`config.mk`:
```
export PLATFORM = sky130hd
export DESIGN_NAME = fail_safe_break_monitor
export DESIGN_NICKNAME = d
export VERILOG_FILES = /design/src/fsb_pkg.sv /design/src/fail_safe_break_monitor.sv
export SDC_FILE = /design/constraint.sdc
export NUM_CORES = 1
export LEC_CHECK = 0
export ABC_CLOCK_PERIOD_IN_PS = 5000
export BUFFER_PORTS_ARGS = -buffer_cell sky130_fd_sc_hd__buf_2
export CORE_UTILIZATION = 31
export DETAILED_ROUTE_END_ITERATION = 8
export GPL_TIMING_DRIVEN = 0
export PLACE_DENSITY = 0.58
export SETUP_SLACK_MARGIN = 0.5
export SLEW_MARGIN = 25
export SYNTH_ARGS = -nofsm -noshare
export SYNTH_HDL_FRONTEND = slang
export SYNTH_SLANG_ARGS = --single-unit
```
`constraint.sdc`:
```
create_clock -name ref_clk -period 5 [get_ports ref_clk]
set_clock_uncertainty 0.15 [all_clocks]
set_input_delay 0.5 -clock ref_clk [delete_from_list [all_inputs] [get_ports ref_clk]]
set_output_delay 0.5 -clock ref_clk [all_outputs]
set_load 0.01 [all_outputs]
```
`src/fsb_pkg.sv`:
```
package fsb_pkg;

	localparam int DATA_W  = 32;
	localparam int REG_AW  = 8;
	localparam int NUM_CHK = 6;
	localparam int NUM_RGN = 4;

	// Register byte offsets, one aligned word each.
	localparam logic [7:0] OFS_ENABLE       = 8'h00;
	localparam logic [7:0] OFS_STATUS       = 8'h04;
	localparam logic [7:0] OFS_CLEAR        = 8'h08;
	localparam logic [7:0] OFS_IRQ_EN       = 8'h0C;
	localparam logic [7:0] OFS_CAUSE        = 8'h10;
	localparam logic [7:0] OFS_RESUME       = 8'h14;
	localparam logic [7:0] OFS_STACK_TOP    = 8'h18;
	localparam logic [7:0] OFS_STACK_BOTTOM = 8'h1C;
	// Region bounds: region n low at 0x20 + 8n, high at 0x24 + 8n.
	localparam logic [7:0] OFS_REGION_BASE  = 8'h20;

	// Check positions in ENABLE, STATUS, CLEAR, IRQ_EN and CAUSE.
	localparam int CHK_FETCH  = 0;
	localparam int CHK_WRITE  = 1;
	localparam int CHK_SFR_RD = 2;
	localparam int CHK_SFR_WR = 3;
	localparam int CHK_OVF    = 4;
	localparam int CHK_UNF    = 5;

	// Region indices.
	localparam int RGN_FETCH  = 0;
	localparam int RGN_WRITE  = 1;
	localparam int RGN_SFR_RD = 2;
	localparam int RGN_SFR_WR = 3;

	localparam logic [NUM_CHK-1:0] ENABLE_RST = 6'h0F;
	localparam int                 CAUSE_HALT_BIT = 8;
	localparam int                 RESUME_BIT     = 0;

	typedef enum logic [1:0] {
		MON_RUN  = 2'h1,
		MON_HALT = 2'h2
	} mon_state_e;

endpackage

```
`src/fail_safe_break_monitor.sv`:
```
// Behaviour
// - Enabled fetch check halts right after a fetch from the fetch-protected region; default on.
// - Enabled write check halts right after a write into the write-protected region; default on.
// - Enabled SFR read check halts right after reading a read-protected SFR; default on.
// - Enabled SFR write check halts right after writing a write-protected SFR; default on.
// - A disabled check never stops execution, even on a violating access.
// - Enabled overflow check halts right after a user stack overflow; default off.
// - Stack top address is settable over the full address range; resets to stack end symbol.
// - Enabled underflow check halts right after a user stack underflow; default off.
// - Stack bottom address has the same range; resets to the stack begin symbol.
//
// Our own choices: the register offsets and the strobed register port.
module fail_safe_break_monitor #(
	parameter int                ADDR_W             = 20,
	parameter logic [ADDR_W-1:0] STACK_END_SYMBOL   = 20'h0,
	parameter logic [ADDR_W-1:0] STACK_BEGIN_SYMBOL = 20'hFFFFF
) (
	input  wire logic                       ref_clk,
	input  wire logic                       rstn,
	input  wire logic                       clkEn,
	input  wire logic                       cpuValid,
	input  wire logic [ADDR_W-1:0]          cpuAddr,
	input  wire logic                       cpuFetch,
	input  wire logic                       cpuRead,
	input  wire logic                       cpuWrite,
	input  wire logic                       cpuSfr,
	input  wire logic                       cpuStack,
	input  wire logic [fsb_pkg::REG_AW-1:0] regAddr,
	input  wire logic [fsb_pkg::DATA_W-1:0] regWdata,
	input  wire logic                       regWr,
	input  wire logic                       regRd,
	output logic      [fsb_pkg::DATA_W-1:0] regRdata,
	output logic                            haltReq,
	output logic                            irq
);
	import fsb_pkg::*;

	// Both bounds are inclusive, so a one-address region has equal low and high.
	function automatic logic inRange(input logic [ADDR_W-1:0] a,
	                                 input logic [ADDR_W-1:0] lo,
	                                 input logic [ADDR_W-1:0] hi);
		inRange = (a >= lo) && (a <= hi);
	endfunction

	////////////////////////////////////////////////////////////////////////////
	// Configuration and status state.

	logic [NUM_CHK-1:0] enable;
	logic [NUM_CHK-1:0] next_enable;
	logic [NUM_CHK-1:0] status;
	logic [NUM_CHK-1:0] next_status;
	logic [NUM_CHK-1:0] irqEn;
	logic [NUM_CHK-1:0] next_irqEn;
	logic [NUM_CHK-1:0] cause;
	logic [NUM_CHK-1:0] next_cause;
	logic [ADDR_W-1:0]  stackTop;
	logic [ADDR_W-1:0]  next_stackTop;
	logic [ADDR_W-1:0]  stackBottom;
	logic [ADDR_W-1:0]  next_stackBottom;
	logic [ADDR_W-1:0]  regionLo [NUM_RGN];
	logic [ADDR_W-1:0]  next_regionLo [NUM_RGN];
	logic [ADDR_W-1:0]  regionHi [NUM_RGN];
	logic [ADDR_W-1:0]  next_regionHi [NUM_RGN];
	mon_state_e         state;
	mon_state_e         next_state;
	logic               next_haltReq;
	logic               next_irq;
	logic [DATA_W-1:0]  next_regRdata;

	logic [NUM_RGN-1:0] regionHit;
	logic [NUM_CHK-1:0] rawViol;
	logic [NUM_CHK-1:0] violEn;
	logic [NUM_CHK-1:0] clearMask;
	logic               resumeReq;
	logic               regionSel;
	logic [1:0]         regionIdx;

	////////////////////////////////////////////////////////////////////////////
	// Violation detection on the observed core access.

	for (genvar g = 0; g < NUM_RGN; g++) begin : g_region
		assign regionHit[g] = inRange(cpuAddr, regionLo[g], regionHi[g]);
	end

	always_comb begin
		rawViol             = '0;
		rawViol[CHK_FETCH]  = cpuValid && cpuFetch && regionHit[RGN_FETCH];
		rawViol[CHK_WRITE]  = cpuValid && cpuWrite && !cpuSfr && regionHit[RGN_WRITE];
		rawViol[CHK_SFR_RD] = cpuValid && cpuRead && cpuSfr && regionHit[RGN_SFR_RD];
		rawViol[CHK_SFR_WR] = cpuValid && cpuWrite && cpuSfr && regionHit[RGN_SFR_WR];
		// The stack grows downward, so the top is the lowest legal address.
		rawViol[CHK_OVF]    = cpuValid && cpuStack && (cpuAddr < stackTop);
		rawViol[CHK_UNF]    = cpuValid && cpuStack && (cpuAddr > stackBottom);
		violEn              = rawViol & enable;
	end

	////////////////////////////////////////////////////////////////////////////
	// Register port decode.

	// Region words sit in pairs: bits 4:3 pick the region and bit 2 the bound.
	// A region whose low exceeds its high never matches, which is how one is left unused.
	assign regionSel = regAddr[7:5] == OFS_REGION_BASE[7:5];
	assign regionIdx = regAddr[4:3];
	assign clearMask = (regWr && regAddr == OFS_CLEAR) ? regWdata[NUM_CHK-1:0] : '0;
	assign resumeReq = regWr && regAddr == OFS_RESUME && regWdata[RESUME_BIT];

	always_comb begin
		next_enable      = enable;
		next_irqEn       = irqEn;
		next_stackTop    = stackTop;
		next_stackBottom = stackBottom;
		next_regionLo    = regionLo;
		next_regionHi    = regionHi;
		if (regWr) begin
			if (regAddr == OFS_ENABLE) begin
				next_enable = regWdata[NUM_CHK-1:0];
			end else if (regAddr == OFS_IRQ_EN) begin
				next_irqEn = regWdata[NUM_CHK-1:0];
			end else if (regAddr == OFS_STACK_TOP) begin
				next_stackTop = regWdata[ADDR_W-1:0];
			end else if (regAddr == OFS_STACK_BOTTOM) begin
				next_stackBottom = regWdata[ADDR_W-1:0];
			end else if (regionSel && !regAddr[2]) begin
				next_regionLo[regionIdx] = regWdata[ADDR_W-1:0];
			end else if (regionSel && regAddr[2]) begin
				next_regionHi[regionIdx] = regWdata[ADDR_W-1:0];
			end
		end
	end

	// Read data fall back to zero after one cycle, so a stale word is never
	// mistaken for a fresh answer when a strobe was lost on the way.
	always_comb begin
		next_regRdata = '0;
		if (regRd) begin
			if (regAddr == OFS_ENABLE) begin
				next_regRdata[NUM_CHK-1:0] = enable;
			end else if (regAddr == OFS_STATUS) begin
				next_regRdata[NUM_CHK-1:0] = status;
			end else if (regAddr == OFS_IRQ_EN) begin
				next_regRdata[NUM_CHK-1:0] = irqEn;
			end else if (regAddr == OFS_CAUSE) begin
				next_regRdata[NUM_CHK-1:0]   = cause;
				next_regRdata[CAUSE_HALT_BIT] = haltReq;
			end else if (regAddr == OFS_STACK_TOP) begin
				next_regRdata[ADDR_W-1:0] = stackTop;
			end else if (regAddr == OFS_STACK_BOTTOM) begin
				next_regRdata[ADDR_W-1:0] = stackBottom;
			end else if (regionSel && !regAddr[2]) begin
				next_regRdata[ADDR_W-1:0] = regionLo[regionIdx];
			end else if (regionSel && regAddr[2]) begin
				next_regRdata[ADDR_W-1:0] = regionHi[regionIdx];
			end
		end
	end

	////////////////////////////////////////////////////////////////////////////
	// Break state, cause capture, sticky status and interrupt.

	// The halt is a level that stands until software resumes, so a stop that
	// lands while the debugger is busy elsewhere is never lost.
	always_comb begin
		next_state   = state;
		next_cause   = cause;
		// A new event wins over a clear written in the same cycle.
		next_status  = (status & ~clearMask) | violEn;
		case (state)
			MON_RUN: begin
				if (violEn != '0) begin
					next_state = MON_HALT;
					next_cause = violEn;
				end
			end
			MON_HALT: begin
				// A fresh violation wins over a resume in the same cycle, so the halt stands.
				if (violEn != '0) begin
					next_cause = violEn;
				end else if (resumeReq) begin
					next_state = MON_RUN;
				end
			end
			default: begin
				next_state = MON_RUN;
			end
		endcase
		next_haltReq = next_state == MON_HALT;
		next_irq     = |(next_status & irqEn);
	end

	always_ff @(posedge ref_clk or negedge rstn) begin
		if (!rstn) begin
			enable      <= ENABLE_RST;
			irqEn       <= '0;
			status      <= '0;
			cause       <= '0;
			stackTop    <= STACK_END_SYMBOL;
			stackBottom <= STACK_BEGIN_SYMBOL;
			// Regions reset empty, so nothing can halt the core until software
			// has programmed a range on purpose.
			for (int i = 0; i < NUM_RGN; i++) begin
				regionLo[i] <= '1;
				regionHi[i] <= '0;
			end
			state       <= MON_RUN;
			haltReq     <= 1'b0;
			irq         <= 1'b0;
			regRdata    <= '0;
		end else if (clkEn) begin
			enable      <= next_enable;
			irqEn       <= next_irqEn;
			status      <= next_status;
			cause       <= next_cause;
			stackTop    <= next_stackTop;
			stackBottom <= next_stackBottom;
			regionLo    <= next_regionLo;
			regionHi    <= next_regionHi;
			state       <= next_state;
			haltReq     <= next_haltReq;
			irq         <= next_irq;
			regRdata    <= next_regRdata;
		end
	end
endmodule

```
* After elaboration in Yosys (flattened, before gate mapping)
Index checks and enable logic that the tools add are counted.
** Storage, ports and cells
- Bits in registers :: 248
- Input bits :: 71
- Logic and storage cells :: 118
** Cells by class
- $lt $le $gt $ge :: 12
- Eq/ne operators :: 11
- Mux-type cells :: 30
- Bitwise logic cells :: 11
- Reduce and logical (&&, ||, !) cells :: 36
** Operators by type and width (number)
- 20-bit two-way mux :: 10
- 80-bit bitwise mux :: 2
- 20-bit binary-select mux with 2-bit select :: 2
- 20-bit greater-or-equal comparator :: 4
- 20-bit less-or-equal comparator :: 4
- 14-bit two-way mux :: 3
- 20-bit demux with 2-bit select :: 1
- 8-bit by 5-bit equality test with 1-bit output (second input constant) :: 4
- 6-bit two-way mux :: 5
- 1-bit logical AND :: 23
- 20-bit > comparator :: 1
- 20-bit less-than comparator :: 1
- 6-bit bitwise AND :: 3
- 8-bit by 4-bit equality test with 1-bit output (second input constant) :: 2
- 11-bit two-way mux :: 1
- 8-bit by 3-bit equality test with 1-bit output (second input constant) :: 1
- 8-bit zero test :: 1
- 2-bit two-way mux :: 4
- 8-bit AND reduction :: 1
- 7-bit AND reduction :: 1
- 6-bit NOT :: 1
- 6-bit bitwise OR :: 1
- 3-bit AND reduction :: 2
- 6-bit AND reduction :: 1
- other kinds (15) :: 21

* Logic depth before layout (Yosys ltp)
- Depth after elaboration :: 13
- Depth in mapped cells :: 12

* Worst setup path before layout
OpenSTA, ideal clock, no wires.
- Kind :: input to register
- Start point :: input cpuAddr[0]
- End point :: register haltReq
- Library setup time :: 126 ps
- Data arrival time :: 2760 ps
- Slack :: 1964 ps
- Stages on the path :: 10
- Buffers on the path :: 0
- Path through :: inv_1 -> ha_1 -> nand2b_1 -> a2111oi_2 -> o41ai_1 -> o311ai_0 -> a221oi_2 -> nor3_1 -> a21oi_1 -> a221o_1
** On the way
- Word-level cells in the longest chain between the ends :: 8
** Ends and longest elaborated chain
- start, declared :: RTL line fail_safe_break_monitor.sv:22 : input wire logic [ADDR_W-1:0] cpuAddr,
- 20-bit greater-or-equal comparator or 20-bit less-or-equal comparator (tied branches) :: RTL line fail_safe_break_monitor.sv:42 : inRange = (a >= lo) && (a <= hi);
- 1-bit logical AND :: RTL line fail_safe_break_monitor.sv:42
- 1-bit logical AND (on tied branches)
- 6-bit bitwise AND * :: RTL line fail_safe_break_monitor.sv:94 : violEn = rawViol & enable;
- 6-bit nonzero test * :: RTL line fail_safe_break_monitor.sv:169, fail_safe_break_monitor.sv:176
- 2-bit two-way mux (on tied branches) :: RTL line fail_safe_break_monitor.sv:176, fail_safe_break_monitor.sv:169
- 2-bit case mux with 2 select lines * :: RTL line fail_safe_break_monitor.sv:167 : case (state)
- 2-bit equality test * :: RTL line fail_safe_break_monitor.sv:186 : next_haltReq = next_state == MON_HALT;
- end signal, assigned :: RTL line fail_safe_break_monitor.sv:218 : haltReq <= next_haltReq;
- end, declared :: RTL line fail_safe_break_monitor.sv:33 : output logic haltReq,
Mark *: on every way between the ends. The rest lies on a longest branch, timed or not.
A chain may end at the register's enable or synchronous reset.

* Worst setup path in the final report
- Start point :: register regionHi[5] (netlist name)
- End point :: register state[1]
** On the way
- Word-level cells in the longest chain between the ends :: 7
** Ends and longest elaborated chain
- start, declared :: RTL line fail_safe_break_monitor.sv:62 : logic [ADDR_W-1:0] regionHi [NUM_RGN];
- start signal, assigned :: RTL line fail_safe_break_monitor.sv:216 : regionHi <= next_regionHi;
- 20-bit less-or-equal comparator * :: RTL line fail_safe_break_monitor.sv:42
- 1-bit logical AND * :: RTL line fail_safe_break_monitor.sv:42
- 1-bit logical AND * :: RTL line fail_safe_break_monitor.sv:90 : rawViol[CHK_SFR_WR] = cpuValid && cpuWrite && cpuSfr && regionHit[RGN_SFR_WR];
- 6-bit bitwise AND * :: RTL line fail_safe_break_monitor.sv:94
- 6-bit nonzero test * :: RTL line fail_safe_break_monitor.sv:169, fail_safe_break_monitor.sv:176
- 2-bit two-way mux (on tied branches) :: RTL line fail_safe_break_monitor.sv:176, fail_safe_break_monitor.sv:169
- 2-bit case mux with 2 select lines * :: RTL line fail_safe_break_monitor.sv:167
- end signal, assigned :: RTL line fail_safe_break_monitor.sv:217 : state <= next_state;
- end, declared :: RTL line fail_safe_break_monitor.sv:64 : mon_state_e state;
Marked as above.

==> results.toml <==
[global_route]
grt_pass1_wl_um = 80800
antenna_found_initial = 1
grt_max_degree = 79
met3_usage = 0.0281
grt.overflow.total = 0
grt_usage = 0.199
met2_usage = 0.323
grt-busiest-layer = "met2"
met1_usage = 0.277
grt_pass1_vias = 13100

[finish]
fill_cells = 5157
nets = 2016
multi_input_area_um2 = 8800
seqCellArea_um2 = 6340
area_delta_synth_final_pct = 14.2
layout_commonest_cell = "inv_1"
drive_gt1_frac = 0.232
layout.cells.non_filler = 2448
final_cell_mix = "213 x inv_1, 201 x ha_1, 196 x nand2_1"
insertedDiodeCount = 0

[pwr]
p_per_area_nw_per_um2 = 307
p_clk_frac = 0.391
max-vdd-ir-drop_mv = 0.240
p_leak_nw = 8.84
p_seq_frac = 0.413
swShare = 0.296
switchingPower_w = 0.00170
internal-power_w = 0.00403
p_comb_frac = 0.196

[setup_path]
crit_end = "state[1]"
required_ns = 5.37
crit_start = "regionHi[5]"
startpoint_type = "flop"
regToRegSetupSlack_ns = 0.96
worstPathMaxFanout = 4
rr_worst_depth = 11
critPathKind = "reg2reg"
crit_path_end_kind = "flop"
r2r-start = "regionHi[5]"
rr_endpoint = "state[1]"
arrival_ns = 4.41

[routing]
drc = 0
via_per_inst = 5.40
drtIter0Drc = 1001
finalWirelength_um = 52900
via_count = 13200
avgRoutedWirePerCell_um = 21.6
dr.pass1.iters = 5
drtAntennaViolNets = 0

[die]
core_area_um2 = 51600
row_count = 83
die_y_um = 231
boundaryPins = 105
dieWidth_um = 231
start_util = 0.316
die_area_um2 = 53600

[synthesis]
synth-seq-cells = 248
yosysTopAreaCellShare = 0.219
synth_edf_count = 0
synth_cell_types = 70
syn-instance-count = 1633
yosys-top-cells-area = "dfrtp_1 22%, dfstp_2 17%, ha_1 15%, mux2_2 7.2%, mux4_2 5.5%"
synthArstFlopShare = 1.00
seq_area_frac_synth = 0.388
yosysWarnings = 0
synth_top_area_cell = "dfrtp_1"
ys.flop_type = "dfrtp_1"
syn_area_per_cell_um2 = 9.99
syn-cell-area_um2 = 16300

[timing]
slew_headroom = 0.264
period_share = 0.809
period_needed_ns = 4.04
tns_ns = 0
rsz0062_at_grt = "false"
finalSetupViolations = 0
max_freq_mhz = 247
finalHoldViolations = 0
slew_violations = 0
tightest_slew_ns = 1.08

[placement]
numPortBuffers = 63
detailed_place_hpwl_um = 40700
place.gp.congestion = 0.934
placed_cells = 2390

[cts]
cts-root-buf = "clkbuf_16"
clk_pin_slew_ns = 0.06
cts.htree.levels = 1
cts_buffers = 31
insertion_delay_ns = 0.58
cts_max_path_buffers = 3
cts_tree = "built"
cts_resized = 0
clock_sinks = 248

[run]
drv_cap = 0

[run_status]
outcome = "complete, no violations"

[min_path]
hp-class = "in2reg"
[stage by stage]
| step | worst slack (ns) | power [W] | instance area (µm²) | utilization | hold slack [ns] |
|---|---|---|---|---|---|
| finish | 0.957 | 0.00573 | 18600 | 0.361 | 0.0668 |
| global placement | -1.44 | 0.00344 | 17500 | 0.340 | 0.316 |
| floorplan | 1.96 | 0.00307 | 16400 | - | 0.0544 |
| CTS | 1.09 | 0.00575 | 18600 | 0.361 | 0.0412 |
| detailed placement | 0.712 | 0.00350 | 17600 | 0.341 | 0.252 |
| global route | 1.04 | 0.00600 | 18600 | 0.361 | 0.0601 |
[logic make-up (layout without fill, tap and decap cells)]
| group | Yosys count | count (layout) | share of synthesized area |
|---|---|---|---|
| AND/OR/NAND/NOR | 346 | 346 | 0.0995 |
| multiplexers | 169 | 169 | 0.142 |
| AO/OA/AOI/OAI | 363 | 363 | 0.141 |
| adder cells (fa/ha/maj) | 201 | 201 | 0.154 |
| other | 1 | 12 | 0.000230 |
| flip-flops | 248 | 248 | 0.388 |
| buffers and inverters | 305 | 429 | 0.0745 |
[flip-flops by register name (all words and copies together), names as in the netlist]
signal	count
regionHi	80
regionLo	80
regRdata	20
stackBottom	20
stackTop	20
cause	6
enable	6
irqEn	6
status	6
state	2
haltReq	1
irq	1
[cell type report]
cell class | count | area share
tap | 680 | 0.0456
clock buffer | 45 | 0.0499
buffer | 90 | 0.0220
multi-input combinational | 1091 | 0.472
inverter | 215 | 0.0433
sequential | 248 | 0.340
timing repair buffer | 67 | 0.0224
clock inverter | 12 | 0.00450
[cell usage after synthesis (all sizes together), types with 8 or more instances]
| master | number |
|---|---|
| nand2 | 197 |
| nor2 | 41 |
| buf | 39 |
| o2bb2ai | 13 |
| nand4 | 27 |
| inv | 214 |
| a21oi | 77 |
| nor3 | 11 |
| a21o | 31 |
| mux2i | 25 |
| a221oi | 13 |
| o211ai | 8 |
| ha | 201 |
| and4 | 12 |
| clkbuf | 51 |
| dfstp | 105 |
| a211oi | 10 |
| nand3 | 26 |
| o22a | 10 |
| mux2 | 104 |
| o21ai | 150 |
| mux4 | 40 |
| dfrtp | 143 |
[worst max-delay path, stage by stage (launching register included)]
cell,delay [ns]
dfrtp_1,0.38
inv_1,0.06
ha_1,0.29
a21oi_1,0.14
o21ai_0,0.14
a221o_1,0.38
a2111oi_0,0.96
o211ai_1,0.56
o2111ai_2,0.28
nor3_1,0.13
a2111oi_2,0.37
a211o_1,0.15
[per-layer routing]
layer	up-vias	wire, µm	share of wire
met5	-	9	0.00017
met4	2	1300	0.025
li1	5976	-	-
met1	6742	24000	0.45
met2	416	24500	0.46
met3	74	3120	0.059
[power by group through the flow]
| stage | Combinational [W] | Sequential, W | Clock [W] |
|---|---|---|---|
| floorplan | 0.000722 | 0.00235 | 0 |
| global placement | 0.00105 | 0.00239 | 0 |
| detailed placement | 0.00111 | 0.00239 | 0 |
| CTS | 0.00112 | 0.00236 | 0.00227 |
| global route | 0.00126 | 0.00238 | 0.00235 |
| finish | 0.00112 | 0.00237 | 0.00224 |
[worst min path at each step]
stage	startpoint	end	slack [ns]	cells after the start
6_report	regWdata[5]	enable[5]	0.07	2
4_1_cts	regWdata[5]	enable[5]	0.04	2
2_1_floorplan	rstn	cause[0]	0.05	0
3_3_place_gp	regRdata[6]	regRdata[6]	0.32	1
5_1_grt	regWdata[5]	irqEn[5]	0.06	2
3_5_place_dp	rstn	regionHi[73]	0.25	1
[timing repair]
item / 4_1_cts / 5_1_grt
endpoints found under the hold margin: 38 / 0
buffers inserted: 0 / 0
hold buffers: 1 / 0
Note: power is estimated with default switching activity, not from simulation.
